### config.mk
export PLATFORM = sky130hd
export DESIGN_NAME = asf_ctrl
export DESIGN_NICKNAME = d
export VERILOG_FILES = /design/src/asf_pkg.sv /design/src/asf_ctrl.sv
export VERILOG_INCLUDE_DIRS = /design/src
export SDC_FILE = /design/constraint.sdc
export NUM_CORES = 1
export LEC_CHECK = 0
export BUFFER_PORTS_ARGS = -buffer_cell sky130_fd_sc_hd__buf_2
export CORE_MARGIN = 2
export CORE_UTILIZATION = 35
export CTS_BUF_LIST = sky130_fd_sc_hd__clkbuf_4 sky130_fd_sc_hd__clkbuf_8
export CTS_CLUSTER_SIZE = 16
export DETAILED_ROUTE_END_ITERATION = 8
export GPL_ROUTABILITY_DRIVEN = 0
export HOLD_SLACK_MARGIN = 0.05
export PLACE_DENSITY = 0.5
export SLEW_MARGIN = 40
export SYNTH_ARGS = -nofsm -noshare
export SYNTH_HDL_FRONTEND = slang
export SYNTH_SLANG_ARGS = --single-unit
### constraint.sdc
create_clock -name I_CLOCK -period 4.2 [get_ports I_CLOCK]
set_input_delay 0.63 -clock I_CLOCK [delete_from_list [all_inputs] [get_ports I_CLOCK]]
set_output_delay 0.63 -clock I_CLOCK [all_outputs]
set_load 0.005 [all_outputs]
### src/asf_consts.svh
// Constants of the converter control and sound-file store block.
// Assumes inclusion by asf_ctrl.sv only; asf_pkg.sv does not include it.
// Contract
// - Control register resets to 128, inhibited
// - Write with inhibit clear starts conversions
// - Continuous sample rate is baud over ten
// - Setting inhibit halts conversions at once
// - One-shot end sets inhibit bit again
// - Trigger source one waits for falling edge
// - Trigger source zero starts without waiting
// - Continuous repeats channel or sweeps endlessly
// - Clearing continuous bit stops running converter
// - Sweep bit picks scan versus single channel
// - Gain bit routes through gain output pin
// - One-shot on a single channel sends one sample or records sixteen; one-shot scan does one sweep
// - File index counts from zero by order
// - Labels 0..65534 accepted; label zero never matches
// - Label-select bit governs play and erase
// - Play starts file by index or label
// - Commands handled strictly in arrival order
// - Volume five plays at original level
// - File results report codes zero to fifteen, never eleven
// - Erase holds busy, sends four, then six
// - Result is one clamped 8-bit value
`ifndef ASF_CONSTS_SVH
`define ASF_CONSTS_SVH

`define ASF_CTRL_RESET       8'h80
`define ASF_BIT_HOLD         7
`define ASF_BIT_GAIN         6
`define ASF_BIT_TRIG         5
`define ASF_BIT_REPEAT       4
`define ASF_BIT_SCAN         3
`define ASF_BIT_RSVD         2
`define ASF_CTRL_WR_MASK     8'hFB
`define ASF_GAIN_CHANNEL     3'h4
`define ASF_BAUDS_PER_SAMPLE 10
`define ASF_REC_ONESHOT_CNT  5'h10
`define ASF_VOL_UNITY        4'h5
`define ASF_VOL_MAX          4'h9
`define ASF_LABEL_NONE       16'h0000
`define ASF_LABEL_MAX        16'hFFFE

`define ASF_RC_OK            4'h0
`define ASF_RC_BAD_CMD       4'h1
`define ASF_RC_COMM          4'h2
`define ASF_RC_TIMEOUT       4'h3
`define ASF_RC_ERASE_BUSY    4'h4
`define ASF_RC_ERASE_DONE    4'h6
`define ASF_RC_NO_MEM        4'h8
`define ASF_RC_DUP_LABEL     4'hD
`define ASF_RC_NOT_FOUND     4'hE
`define ASF_RC_REC_BUSY      4'hF

`endif

### src/asf_pkg.sv
// Shared types of the converter control and sound-file store block.
// Assumes the constants header is compiled alongside.
package asf_pkg;

    typedef enum logic [2:0]
    {
        ASF_OP_WR_CTRL,
        ASF_OP_PLAY,
        ASF_OP_ERASE,
        ASF_OP_LABEL_MODE,
        ASF_OP_VOLUME,
        ASF_OP_ADD_FILE
    } asf_op_t;

    typedef enum logic [1:0]
    {
        ASF_CV_IDLE,
        ASF_CV_ARMED,
        ASF_CV_RUN
    } asf_conv_t;

    typedef enum logic [1:0]
    {
        ASF_FS_IDLE,
        ASF_FS_SHIFT,
        ASF_FS_DONE
    } asf_fs_t;

endpackage : asf_pkg

### src/asf_ctrl.sv
// Converter sequencing, result transmit and sound-file index store.
// Assumes commands are already parsed from the host stream into op and
// argument, and that the converter result for the selected input is
// presented on I_ADC_RESULT, already limited to 0..255.
`timescale 1ns/1ps
`include "asf_consts.svh"

module asf_ctrl
#(
    parameter int CLKS_PER_BAUD = 868,
    parameter int MAX_FILES     = 16,
    parameter int IDX_W         = 4
)
(
    input  wire logic              I_CLOCK,
    input  wire logic              I_ARST_N,
    input  wire logic              I_CMD_VALID,
    input  wire logic [2:0]        I_CMD_OP,
    input  wire logic [15:0]       I_CMD_ARG,
    output logic                   O_CMD_READY,
    input  wire logic              I_EXT_TRIGGER,
    input  wire logic              I_RECORD_ACTIVE,
    input  wire logic [7:0]        I_ADC_RESULT,
    output logic [2:0]             O_ADC_SOURCE,
    output logic                   O_GAIN_ROUTE,
    output logic [7:0]             O_CTRL_VALUE,
    output logic                   O_TX_VALID,
    output logic [7:0]             O_TX_DATA,
    output logic                   O_REC_VALID,
    output logic [7:0]             O_REC_DATA,
    output logic                   O_PLAY_START,
    output logic [IDX_W-1:0]       O_PLAY_INDEX,
    output logic [3:0]             O_PLAY_VOLUME,
    output logic                   O_CLEAR_TO_SEND_N,
    output logic [IDX_W:0]         O_FILE_COUNT
);

    localparam int SAMPLE_CLKS = CLKS_PER_BAUD * `ASF_BAUDS_PER_SAMPLE;
    localparam int TICK_W      = $clog2(SAMPLE_CLKS + 1);

    typedef struct packed
    {
        logic [7:0]                  ctrl;
        asf_pkg::asf_conv_t          conv;
        logic [TICK_W-1:0]           tick;
        logic [1:0]                  chan;
        logic [4:0]                  left;
        logic [2:0]                  trig_sync;
        logic                        sample_pend;
        logic [7:0]                  sample_val;
        logic                        code_pend;
        logic [3:0]                  code_val;
        logic                        tx_valid;
        logic [7:0]                  tx_data;
        logic                        rec_valid;
        logic [7:0]                  rec_data;
        logic                        by_label;
        logic [3:0]                  volume;
        logic                        play_start;
        logic [IDX_W-1:0]            play_index;
        logic [MAX_FILES-1:0][15:0]  labels;
        logic [IDX_W:0]              count;
        asf_pkg::asf_fs_t            fs;
        logic [IDX_W:0]              pos;
        logic                        busy_n;
        logic [2:0]                  src;
        logic                        cts_n;
    } asf_state_t;

    asf_state_t st_reg;
    asf_state_t st_next;

    // Finds a file by index or by label; label zero never hits
    function automatic logic [IDX_W:0] asf_find
    (
        input logic [MAX_FILES-1:0][15:0] labels,
        input logic [IDX_W:0]             count,
        input logic [15:0]                key,
        input logic                       by_label
    );
        logic [IDX_W:0] hit;
        hit = {1'b1, {IDX_W{1'b0}}};
        if (!by_label)
        begin
            if (key < 16'(count))
            begin
                hit = {1'b0, key[IDX_W-1:0]};
            end
        end
        else if (key != `ASF_LABEL_NONE)
        begin
            for (int i = MAX_FILES - 1; i >= 0; i--)
            begin
                if ((i < int'(count)) && (labels[i] == key))
                begin
                    hit = {1'b0, IDX_W'(i)};
                end
            end
        end
        return hit;
    endfunction : asf_find

    // Returns a result code; reserved code eleven is replaced
    function automatic logic [3:0] asf_code
    (
        input logic [3:0] code
    );
        return (code == 4'hB) ? `ASF_RC_BAD_CMD : code;
    endfunction : asf_code

    always_comb
    begin
        logic            start;
        logic            fall;
        logic            sample_now;
        logic [IDX_W:0]  found;
        logic [7:0]      wr_val;
        st_next                = st_reg;
        start                  = 1'b0;
        found                  = {1'b1, {IDX_W{1'b0}}};
        wr_val                 = I_CMD_ARG[7:0] & `ASF_CTRL_WR_MASK;
        st_next.tx_valid       = 1'b0;
        st_next.rec_valid      = 1'b0;
        st_next.play_start     = 1'b0;
        st_next.trig_sync      = {st_reg.trig_sync[1:0], I_EXT_TRIGGER};
        fall                   = st_reg.trig_sync[2] & ~st_reg.trig_sync[1];

        // Command intake, one at a time in arrival order
        if (I_CMD_VALID && st_reg.busy_n && st_reg.fs == asf_pkg::ASF_FS_IDLE)
        begin
            unique case (I_CMD_OP)
                asf_pkg::ASF_OP_WR_CTRL:
                begin
                    st_next.ctrl = wr_val;
                    if (wr_val[`ASF_BIT_HOLD])
                    begin
                        st_next.conv = asf_pkg::ASF_CV_IDLE;
                        st_next.chan = wr_val[`ASF_BIT_SCAN] ? 2'h0 : wr_val[1:0];
                    end
                    else
                    begin
                        start = 1'b1;
                    end
                end
                asf_pkg::ASF_OP_PLAY:
                begin
                    found = asf_find(st_reg.labels, st_reg.count, I_CMD_ARG,
                                     st_reg.by_label);
                    st_next.code_pend = 1'b1;
                    if (found[IDX_W])
                    begin
                        st_next.code_val = asf_code(`ASF_RC_NOT_FOUND);
                    end
                    else
                    begin
                        st_next.play_start = 1'b1;
                        st_next.play_index = found[IDX_W-1:0];
                        st_next.code_val   = asf_code(`ASF_RC_OK);
                    end
                end
                asf_pkg::ASF_OP_ERASE:
                begin
                    found = asf_find(st_reg.labels, st_reg.count, I_CMD_ARG,
                                     st_reg.by_label);
                    st_next.code_pend = 1'b1;
                    if (found[IDX_W])
                    begin
                        st_next.code_val = asf_code(`ASF_RC_NOT_FOUND);
                    end
                    else
                    begin
                        st_next.code_val = asf_code(`ASF_RC_ERASE_BUSY);
                        st_next.busy_n   = 1'b0;
                        st_next.pos      = found;
                        st_next.fs       = asf_pkg::ASF_FS_SHIFT;
                    end
                end
                asf_pkg::ASF_OP_LABEL_MODE:
                begin
                    st_next.by_label = I_CMD_ARG[0];
                end
                asf_pkg::ASF_OP_VOLUME:
                begin
                    st_next.volume = (I_CMD_ARG[3:0] > `ASF_VOL_MAX) ?
                                     `ASF_VOL_MAX : I_CMD_ARG[3:0];
                end
                asf_pkg::ASF_OP_ADD_FILE:
                begin
                    found = asf_find(st_reg.labels, st_reg.count, I_CMD_ARG, 1'b1);
                    st_next.code_pend = 1'b1;
                    if (st_reg.count == (IDX_W+1)'(MAX_FILES))
                    begin
                        st_next.code_val = asf_code(`ASF_RC_NO_MEM);
                    end
                    else if (!found[IDX_W] || I_CMD_ARG > `ASF_LABEL_MAX)
                    begin
                        st_next.code_val = asf_code(`ASF_RC_DUP_LABEL);
                    end
                    else
                    begin
                        st_next.labels[st_reg.count[IDX_W-1:0]] = I_CMD_ARG;
                        st_next.count    = st_reg.count + 1'b1;
                        st_next.code_val = asf_code(`ASF_RC_OK);
                    end
                end
                default:
                begin
                    st_next.code_pend = 1'b1;
                    st_next.code_val  = asf_code(`ASF_RC_BAD_CMD);
                end
            endcase
        end

        // Erase closes the gap one entry per cycle, then reports done
        unique case (st_reg.fs)
            asf_pkg::ASF_FS_IDLE:
            begin
            end
            asf_pkg::ASF_FS_SHIFT:
            begin
                if (st_reg.pos + 1'b1 >= st_reg.count)
                begin
                    st_next.count = st_reg.count - 1'b1;
                    st_next.fs    = asf_pkg::ASF_FS_DONE;
                end
                else
                begin
                    st_next.labels[st_reg.pos[IDX_W-1:0]] =
                        st_reg.labels[st_reg.pos[IDX_W-1:0] + 1'b1];
                    st_next.pos = st_reg.pos + 1'b1;
                end
            end
            asf_pkg::ASF_FS_DONE:
            begin
                if (!st_reg.code_pend)
                begin
                    st_next.busy_n    = 1'b1;
                    st_next.code_pend = 1'b1;
                    st_next.code_val  = asf_code(`ASF_RC_ERASE_DONE);
                    st_next.fs        = asf_pkg::ASF_FS_IDLE;
                end
            end
        endcase

        // Sample rate divider: ten baud periods per sample
        sample_now = (st_reg.tick == TICK_W'(SAMPLE_CLKS - 1));
        if (st_reg.conv != asf_pkg::ASF_CV_RUN || sample_now)
        begin
            st_next.tick = '0;
        end
        else
        begin
            st_next.tick = st_reg.tick + 1'b1;
        end

        unique case (st_reg.conv)
            asf_pkg::ASF_CV_IDLE:
            begin
            end
            asf_pkg::ASF_CV_ARMED:
            begin
                if (fall)
                begin
                    st_next.conv = asf_pkg::ASF_CV_RUN;
                end
            end
            asf_pkg::ASF_CV_RUN:
            begin
                if (!st_next.ctrl[`ASF_BIT_REPEAT] && st_reg.ctrl[`ASF_BIT_REPEAT])
                begin
                    st_next.conv = asf_pkg::ASF_CV_IDLE;
                    st_next.ctrl[`ASF_BIT_HOLD] = 1'b1;
                end
                else if (sample_now && !start && !st_next.ctrl[`ASF_BIT_HOLD])
                begin
                    if (I_RECORD_ACTIVE)
                    begin
                        st_next.rec_valid = 1'b1;
                        st_next.rec_data  = I_ADC_RESULT;
                    end
                    else
                    begin
                        st_next.sample_pend = 1'b1;
                        st_next.sample_val  = I_ADC_RESULT;
                    end
                    if (st_reg.ctrl[`ASF_BIT_SCAN])
                    begin
                        if (st_reg.chan == st_reg.ctrl[1:0])
                        begin
                            st_next.chan = 2'h0;
                            if (!st_reg.ctrl[`ASF_BIT_REPEAT] && st_reg.left == 5'h1)
                            begin
                                st_next.conv = asf_pkg::ASF_CV_IDLE;
                                st_next.ctrl[`ASF_BIT_HOLD] = 1'b1;
                            end
                            else if (!st_reg.ctrl[`ASF_BIT_REPEAT])
                            begin
                                st_next.left = st_reg.left - 1'b1;
                            end
                        end
                        else
                        begin
                            st_next.chan = st_reg.chan + 1'b1;
                        end
                    end
                    else if (!st_reg.ctrl[`ASF_BIT_REPEAT])
                    begin
                        st_next.left = st_reg.left - 1'b1;
                        if (st_reg.left == 5'h1)
                        begin
                            st_next.conv = asf_pkg::ASF_CV_IDLE;
                            st_next.ctrl[`ASF_BIT_HOLD] = 1'b1;
                        end
                    end
                end
            end
        endcase

        if (start)
        begin
            st_next.tick = '0;
            st_next.chan = wr_val[`ASF_BIT_SCAN] ? 2'h0 : wr_val[1:0];
            st_next.left = (I_RECORD_ACTIVE && !wr_val[`ASF_BIT_SCAN]) ?
                           `ASF_REC_ONESHOT_CNT : 5'h01;
            st_next.conv = wr_val[`ASF_BIT_TRIG] ? asf_pkg::ASF_CV_ARMED
                                                 : asf_pkg::ASF_CV_RUN;
        end

        // Transmit: result codes ahead of converter samples
        if (st_reg.code_pend)
        begin
            st_next.tx_valid  = 1'b1;
            st_next.tx_data   = {4'h0, st_reg.code_val};
            st_next.code_pend = 1'b0;
        end
        else if (st_reg.sample_pend)
        begin
            st_next.tx_valid    = 1'b1;
            st_next.tx_data     = st_reg.sample_val;
            st_next.sample_pend = 1'b0;
        end

        // Output copies kept in flops
        st_next.src   = st_next.ctrl[`ASF_BIT_GAIN] ? `ASF_GAIN_CHANNEL
                                                    : {1'b0, st_next.chan};
        st_next.cts_n = ~st_next.busy_n;
    end

    always_ff @(posedge I_CLOCK or negedge I_ARST_N)
    begin
        if (!I_ARST_N)
        begin
            st_reg        <= '0;
            st_reg.ctrl   <= `ASF_CTRL_RESET;
            st_reg.volume <= `ASF_VOL_UNITY;
            st_reg.busy_n <= 1'b1;
            st_reg.trig_sync <= 3'h7;
        end
        else
        begin
            st_reg <= st_next;
        end
    end

    assign O_CMD_READY       = st_reg.busy_n;
    assign O_ADC_SOURCE      = st_reg.src;
    assign O_GAIN_ROUTE      = st_reg.ctrl[`ASF_BIT_GAIN];
    assign O_CTRL_VALUE      = st_reg.ctrl;
    assign O_TX_VALID        = st_reg.tx_valid;
    assign O_TX_DATA         = st_reg.tx_data;
    assign O_REC_VALID       = st_reg.rec_valid;
    assign O_REC_DATA        = st_reg.rec_data;
    assign O_PLAY_START      = st_reg.play_start;
    assign O_PLAY_INDEX      = st_reg.play_index;
    assign O_PLAY_VOLUME     = st_reg.volume;
    assign O_CLEAR_TO_SEND_N = st_reg.cts_n;
    assign O_FILE_COUNT      = st_reg.count;

endmodule : asf_ctrl

Word-level counts from Yosys, hierarchy flattened
Index checks and enable logic that the tools add are counted.
{"block": "op_classes", "add_sub_neg": 7, "multipliers": 0, "n_div": 0, "order_cmp": 25, "n_eq_ne": 33, "shifts": 0, "mux": 113, "bitwise": 6, "n_reduce_logical": 47}
{"op": "$mux W261", "count": 4}
{"op": "$bwmux W256", "count": 2}
{"op": "$mux W274", "count": 1}
{"op": "$eq A16 B16 Y1", "count": 16}
{"op": "$mux W256", "count": 1}
{"op": "$mux W5", "count": 37}
{"op": "$demux W16 S4", "count": 2}
{"op": "$mux W9", "count": 10}
{"op": "$bmux W16 S4", "count": 1}
{"op": "$mux W16", "count": 3}
{"op": "$lt A4 B5 Y1 const A", "count": 8}
{"op": "$mux W2", "count": 17}
{"op": "$mux W7", "count": 4}
{"op": "$logic_and A1 B1 Y1", "count": 25}
{"op": "$mux W23", "count": 1}
{"op": "$lt A3 B5 Y1 const A", "count": 4}
{"op": "$mux W10", "count": 2}
{"op": "$mux W4", "count": 5}
{"op": "$pmux W5 S4", "count": 1}
{"op": "$gt A16 B16 Y1 const B", "count": 1}
{"op": "$lt A16 B5 Y1", "count": 1}
{"op": "$mux W1", "count": 16}
{"op": "$mux W8", "count": 2}
{"op": "$reduce_bool A16 Y1", "count": 1}
{"op": "other kinds (38)", "count": 66}
{"block": "totals", "reg_bits": 348, "latchBits": 0, "ramBits": 0, "mem_bits_ro": 0, "out_inout_bits": 46, "elab_cells": 272, "memories": 0}

Logic depth before layout (Yosys ltp)
Gate-level depths: netlist of the first run.
{"block": "logic_depth", "word_depth": 30, "depth_mapped": 16, "ltp_nobuf": 11}

Worst setup path after synthesis of the first run
Ideal clock, no wire load.
{"block": "synth_path", "path_type": "reg-to-reg", "from": "reg st_reg[5] (netlist name)", "to": "reg st_reg[64] (netlist name)", "arrival_ps": 4176, "required_time_ps": 4119, "setup_slack_ps": -57, "path_stages_with_launch": 16, "n_path_buf": 4, "synth_period_minus_slack_ps": 4257, "cell_sequence": "dfrtp_1 clkbuf_1 buf_1 clkbuf_1 inv_1 ha_1 ha_1 a21o_1 a21o_1 a21o_1 a21o_1 nor2_1 nand2_1 nor3_1 buf_4 mux2i_1"}
{"element": "start: declaration", "line_no": "asf_ctrl.sv:70", "source": "asf_state_t st_reg;"}
{"element": "start signal: assignment", "line_no": "asf_ctrl.sv:361", "source": "st_reg <= st_next;"}

Worst setup path in the final report of the first run
{"block": "layout_path", "from": "reg st_reg (netlist bit O_FILE_COUNT[1])", "to": "reg st_reg (netlist bit O_PLAY_INDEX[1])"}
{"block": "layout_via", "elab_chain_len": 24, "elab_cells_between_ends": 56}
{"element": "$lt A4 B5 Y1", "line_no": "asf_ctrl.sv:94", "source": "if ((i < int'(count)) && (labels[i] == key))"}
{"element": "$logic_and A1 B1 Y1", "line_no": "asf_ctrl.sv:94"}
{"element": "$mux W5", "line_no": "asf_ctrl.sv:94"}
{"element": "$mux W5"}
{"element": "$mux W5", "line_no": "asf_ctrl.sv:94"}
{"element": "$mux W5 (4 in a row)"}
{"element": "$mux W5", "line_no": "asf_ctrl.sv:94"}
{"element": "$mux W5 (2 in a row)"}
{"element": "$mux W5 (5 in a row)", "line_no": "asf_ctrl.sv:94"}
{"element": "$mux W5"}
{"element": "$mux W5", "line_no": "asf_ctrl.sv:90", "source": "else if (key != `ASF_LABEL_NONE)"}
{"element": "$mux W5 *", "line_no": "asf_ctrl.sv:83", "source": "if (!by_label)"}
{"element": "$mux W5 *", "line_no": "asf_ctrl.sv:131", "source": "unique case (I_CMD_OP)"}
{"element": "$mux W5 *", "line_no": "asf_ctrl.sv:129", "source": "if (I_CMD_VALID && st_reg.busy_n && st_reg.fs == asf_pkg::ASF_FS_IDLE)"}
{"element": "$not A1 Y1 (no line)"}
{"element": "$reduce_and A3 Y1 (no line)"}
Every way passes the cells marked *; elsewhere a longest branch is shown, timed or not. The select of a mux whose other input is x is not followed.
A chain may end at the register's enable or synchronous reset.

==> impl_metrics.ini, run 1 <==
[die]
initial_core_util = 0.353
rows = 96
fp.dieW_um = 266
core_um2 = 68300
die_h_um = 266
dieArea_um2 = 71000
ioPinCount = 78

[finish]
final_cell_mix = mux2i_1 (528), dfrtp_1 (339), nand2_1 (174)
largest_reg_flops = 302
drive_gt1_frac = 0.204
nets = 2329
final_common_cell = mux2i_1
postLayoutCoreUtil = 0.396
areaGrowthSynthToFinish_pct = 12.2

[yosys]
synth-simple-area-share = 0.127
synth_adder_area_share = 0.0135
async_reset_ff_frac = 1.00
synth_top_family_by_area = multiplexers
synth_xor_area_frac = 0.102
synth.avg_cell_area_um2 = 11.0
synth_compound_area_frac = 0.0468
synth_nets = 2258
synth_warnings = 0
ys_types = 87
muxShareOfSynthArea = 0.286
syn-cell-area_um2 = 24100
synth_top_flop_cell = dfrtp_1
synth_cells = 2200
synth-edff-count = 0
synth_seq_area_share = 0.361
ys_ff_latch = 347

[cts]
clockRootBuffer = clkbuf_8
cts_resized = 0
post-cts-setup-buffers = 0
clock_sinks = 347
clock_latency_ns = 0.69
cts_max_level = 3
cts_buffer_depth = 3
cts_tree = yes
cts_made_buffers = 72
clk_pin_slew_ns = 0.06

[critical_path]
critPathMaxFanout = 6
required_ns = 4.73
cp_top_family = compound AO/OA/AOI/OAI gates
startpoint_type = flop
crit_chain = inv_1, ha_1, o21ai_0, nor4bb_1, a22oi_1, nand4_1, o311ai_1, buf_4, nand2_1, nand3_1, mux2_2
crit_slowest_cell = dfrtp_1
max_stage_delay_ns = 0.51
cp_num_buf_inv = 2
critical_path_class = reg2reg
arrival_ns = 4.43
end_kind = flop

[sta]
fmax_mhz = 256
drv_slew = 0
worstMarginPinSlew_ns = 0.863
finalClockSkew_ns = 0.0562
min_period_ns = 3.90
finalHoldViolCount = 0
period_share = 0.928
finalSetupViolCount = 0
rsz0062_at_grt = false
relSlewSlack = 0.422

[global_route]
antenna_found_initial = 4
overflow = 0
grt_max_degree = 96
grtUsageTotal = 0.249
grt_pass1_wl_um = 131000
first_global_vias = 19213

[placed_design]
portBuffers = 76
hpwl_um = 61900

[drt]
routedWlPerCell_um = 27.4
drtIter0Drc = 1695
first_pass_iters = 5
drc_errors = 0
vias = 18526
drt-total-wl_um = 87900
ant_nets = 0
vias_per_cell = 5.78

[power_and_ir_drop]
vdd_drop_max_v = 0.000197
power.net_switching_mw = 4.37
cellLeakagePower_nw = 12.6
total_power_mw = 11.8
switching_share = 0.371
power.density_nw_per_um2 = 436
combPwrFrac = 0.289
seqPwrFrac = 0.390
power_frac_clock = 0.322
p_int_mw = 7.42

[job]
drv_cap = 0

[min_path]
hold_class = in2reg

[outcome]
outcome = completed
[cells in the mapped netlist, types with 14 or more instances]
cell      number  area share
nand3_1       46      0.0096
xor2_1       128       0.047
buf_6         33       0.015
nand4_1       70       0.018
xnor2_1      148       0.054
nand2_1      174       0.027
nand2b_1      14      0.0036
clkbuf_1      63      0.0098
nor3_1        30      0.0062
nor2_1        64       0.010
o21ai_1       18      0.0037
nor4_1        41       0.011
mux2_2        14      0.0065
ha_1          26       0.013
and3_1        15      0.0039
o21ai_0       26      0.0054
mux2i_1      528        0.22
mux4_2        64       0.060
buf_2         38      0.0079
inv_1         31      0.0048
buf_4         56       0.017
dfrtp_1      340        0.35
a21oi_1       24      0.0050
[repair_timing]
| action | CTS | global route |
|---|---|---|
| endpoints found under the hold margin | 41 | 0 |
| endpoints found under the setup margin | 0 | 0 |
| hold buffers | 2 | 0 |
[worst reg2reg max path, stage by stage (launching register included)]
cell	delay, ns
dfrtp_1	0.51
inv_1	0.24
ha_1	0.46
o21ai_0	0.34
nor4bb_1	0.23
a22oi_1	0.20
nand4_1	0.31
o311ai_1	0.47
buf_4	0.21
nand2_1	0.12
nand3_1	0.30
mux2_2	0.37
[stage by stage]
step                setup TNS [ns]  setup slack [ns]  std cells  hold WS [ns]  area, µm²
finish                           0             0.300       3207         0.178      27000
global route                     0             0.125       3206         0.140      27000
CTS                              0             0.296       3203         0.132      27000
detailed placement          -0.152           -0.0931       3076         0.347      25500
global placement            -0.104           -0.0722       3076         0.347      25500
floorplan                        0            0.0707       2200         0.334      24100
[kinds of logic (layout without fill, tap and decap cells)]
| kind of cell | after synthesis | count (layout) |
|---|---|---|
| adders and majority gates | 26 | 26 |
| and+or+nand+nor | 555 | 555 |
| other | 1 | 4 |
| buffers and inverters | 242 | 364 |
| AOI/OAI and AO/OA | 145 | 145 |
| DFF | 347 | 347 |
| xor gates and xnor gates | 278 | 278 |
| muxes | 606 | 606 |
[cell type report]
class,instances,area (µm²)
diodes,3,7.51
clock buffers,112,1370
clock inverters,13,113
fillers,6618,41300
inverters,33,124
multi-input cells,1611,14000
flip-flops and latches,347,8700
well taps,882,1100
repair buffers,206,1670
[power by group through the flow]
stage / clock [mW] / sequential [mW] / combinational, mW
after detailed placement: 0 / 4.62 / 3.32
after floorplan: 0 / 4.37 / 2.28
after CTS: 3.89 / 4.57 / 3.34
final: 3.79 / 4.59 / 3.40
after global placement: 0 / 4.59 / 3.27
after global routing: 4.04 / 4.66 / 3.63
[per-layer routing]
layer,vias to the layer above,part of all wire,GRT usage
met2,689,0.46,0.393
met3,165,0.057,0.0405
met5,-,0.00015,0
met4,2,0.039,0.0987
met1,9597,0.44,0.341
li1,8073,-,-
[worst paths after layout]
path	to	cells after the start	slack (ns)	from
max in group asynchronous	st_reg[67]	4	2.61	I_ARST_N
worst max-delay path	O_PLAY_INDEX[1]	11	0.30	O_FILE_COUNT[1]
worst max register to register	O_PLAY_INDEX[1]	11	0.30	O_FILE_COUNT[1]
worst min register to register	st_next[317]	0	0.35	st_next[316]
worst min-delay path	O_REC_DATA[0]	3	0.18	I_ADC_RESULT[0]
min in group asynchronous	st_reg[318]	2	0.44	I_ARST_N
Power figures use the tool's default switching activity.
==> run 2, diff against run 1 <==
Settings changed: CORE_ASPECT_RATIO set to 1.75.
Clock period 4.2 ns to 3.2 ns, I/O delays scaled along.
==> run 2 against run 1 <==
Effect of this change:
- clock power is 17% higher
- setup slack worse by 0.30 ns
- utilization is 4.5 points higher
- first-iteration DRC count is 27% lower
- routed wire length is 10% higher
- sequential share of layout area is 3.3 points lower
- global-route usage is 2.3 points higher
- maximum frequency is 22% higher
- cell count is 9.4% higher
- critical endpoint is now O_FILE_COUNT[2]
- largest cell class unchanged
- largest power group unchanged
- highest routed layer unchanged
==> impl_metrics.ini, run 2 (same netlist as run 1, synthesis figures left out) <==
[global_route]
grt_max_degree = 79
grt_pass1_wl_um = 141000
first_global_vias = 20930
overflow = 0
grtUsageTotal = 0.271
antenna_found_initial = 2

[cts]
clk_pin_slew_ns = 0.07
cts_made_buffers = 54
clockRootBuffer = clkbuf_8
clock_latency_ns = 0.68
clock_sinks = 347
cts_buffer_depth = 3
cts_max_level = 2
cts_tree = yes

[die]
die_h_um = 351
initial_core_util = 0.353
fp.dieW_um = 202
core_um2 = 68300
ioPinCount = 78
dieArea_um2 = 71100
rows = 127

[drt]
vias_per_cell = 5.54
drtIter0Drc = 1230
routedWlPerCell_um = 27.6
ant_nets = 0
drt-total-wl_um = 96800
first_pass_iters = 5
vias = 19446
drc_errors = 0

[sta]
fmax_mhz = 313
worstMarginPinSlew_ns = 0.781
finalSetupViolCount = 0
whs_ns = 0.187
min_period_ns = 3.20
period_share = 0.999
finalClockSkew_ns = 0.0323
finalHoldViolCount = 0
setup_tns_ns = 0
relSlewSlack = 0.479
rsz0062_at_grt = true
drv_slew = 0

[power_and_ir_drop]
seqPwrFrac = 0.369
vdd_drop_max_v = 0.000263
p_int_mw = 10.2
switching_share = 0.371
power.net_switching_mw = 6.01
combPwrFrac = 0.356
total_power_mw = 16.2
cellLeakagePower_nw = 14.3
power_frac_clock = 0.274
power.density_nw_per_um2 = 537

[critical_path]
setup.worst_path.start = O_FILE_COUNT[2]
max_stage_delay_ns = 0.59
critical_path_class = reg2reg
startpoint_type = flop
critPathMaxFanout = 7
cp_num_buf_inv = 0
arrival_ns = 3.77
cp_top_family = simple AND/OR/NAND/NOR gates
required_ns = 3.77
crit_chain = and2_1, o21ai_1, nor4b_1, and3_1, or4_4, o31ai_4, or4b_4, o31a_1, mux2i_1
r2r_start = O_FILE_COUNT[2]
end_kind = flop
crit_slowest_cell = or4_4

[finish]
layout.cells.non_filler = 3507
num-fill-cells = 6459
final_common_cell = mux2i_1
largest_reg_flops = 302
drive_gt1_frac = 0.306
final_cell_mix = mux2i_1 (525), buf_4 (352), dfrtp_1 (334)
nets = 2617
multiInputGateArea_um2 = 14300
regArea_um2 = 8700
areaGrowthSynthToFinish_pct = 25.0
fin_area_um2 = 30100

[placed_design]
dpl.cell_count = 3385
hpwl_um = 73300
placed_area_um2 = 28400
portBuffers = 76

[min_path]
hold_class = in2reg
hold_start = I_CMD_ARG[0]

[outcome]
outcome = completed

[job]
drv_cap = 0
[run 2: cell types whose count changed in the layout (fill, tap and decap cells not counted), moves of 8 or more]
cell / before / now
clkbuf_8: 85 / 69
nor2_2: 11 / 1
clkbuf_4: 27 / 13
buf_12: 22 / 67
buf_4: 105 / 352
dlygate4sd3_1: 2 / 10
nor2_4: 2 / 16
[run 2: power groups by stage]
stage | registers, mW | logic [mW] | clock network, mW
4_1_cts | 5.95 | 5.60 | 4.56
5_1_grt | 6.07 | 6.08 | 4.71
2_1_floorplan | 5.74 | 3.00 | 0
3_3_place_gp | 5.99 | 5.46 | 0
6_report | 5.98 | 5.77 | 4.44
3_5_place_dp | 6.02 | 5.54 | 0
[run 2: worst reg2reg max path: stages (launching register included)]
cell	delay, ns
dfrtp_2	0.47
and2_1	0.24
o21ai_1	0.15
nor4b_1	0.08
and3_1	0.18
or4_4	0.59
o31ai_4	0.45
or4b_4	0.54
o31a_1	0.25
mux2i_1	0.16
[run 2: final timing paths]
path | end | slack (ns) | cells after the start
setup reg to reg | O_FILE_COUNT[2] | 0.004 | 9
max in group asynchronous | st_reg[23] | 1.89 | 3
hold / removal | st_reg[209] | 0.19 | 3
hold reg to reg | st_next[317] | 0.36 | 0
min in group asynchronous | O_ADC_SOURCE[0] | 0.44 | 2
setup / recovery | O_FILE_COUNT[2] | 0.004 | 9
[run 2: layer usage]
metal  track usage  wire length [µm]
met2         0.476             48300
met4         0.236              9750
met3        0.0306              3940
met1         0.290             34800
met5             0                13
[run 2: repair_timing]
action / CTS / global route
endpoints found under the setup margin: 274 / 272
hold buffers: 10 / 0
pin swaps: 9 / 7
gates cloned: 0 / 2
gates resized for setup: 15 / 43
buffers inserted: 6 / 3
hold endpoints to repair: 79 / 0
[run 2: final cells by class]
cell class / count / area share
Antenna cell: 1 / 0.0000830
Clock buffer: 82 / 0.0348
Clock inverter: 18 / 0.00677
Inverter: 33 / 0.00440
Multi-Input combinational cell: 1611 / 0.475
Sequential cell: 347 / 0.289
Tap cell: 903 / 0.0375
Timing Repair Buffer: 512 / 0.153
[run 2: stage by stage]
stage / util / setup WS, ns
after floorplan: - / -0.0145
after global placement: 0.415 / -0.764
after detailed placement: 0.415 / -0.676
after CTS: 0.437 / 0.00908
after global routing: 0.441 / -0.0734
final: 0.441 / 0.00439
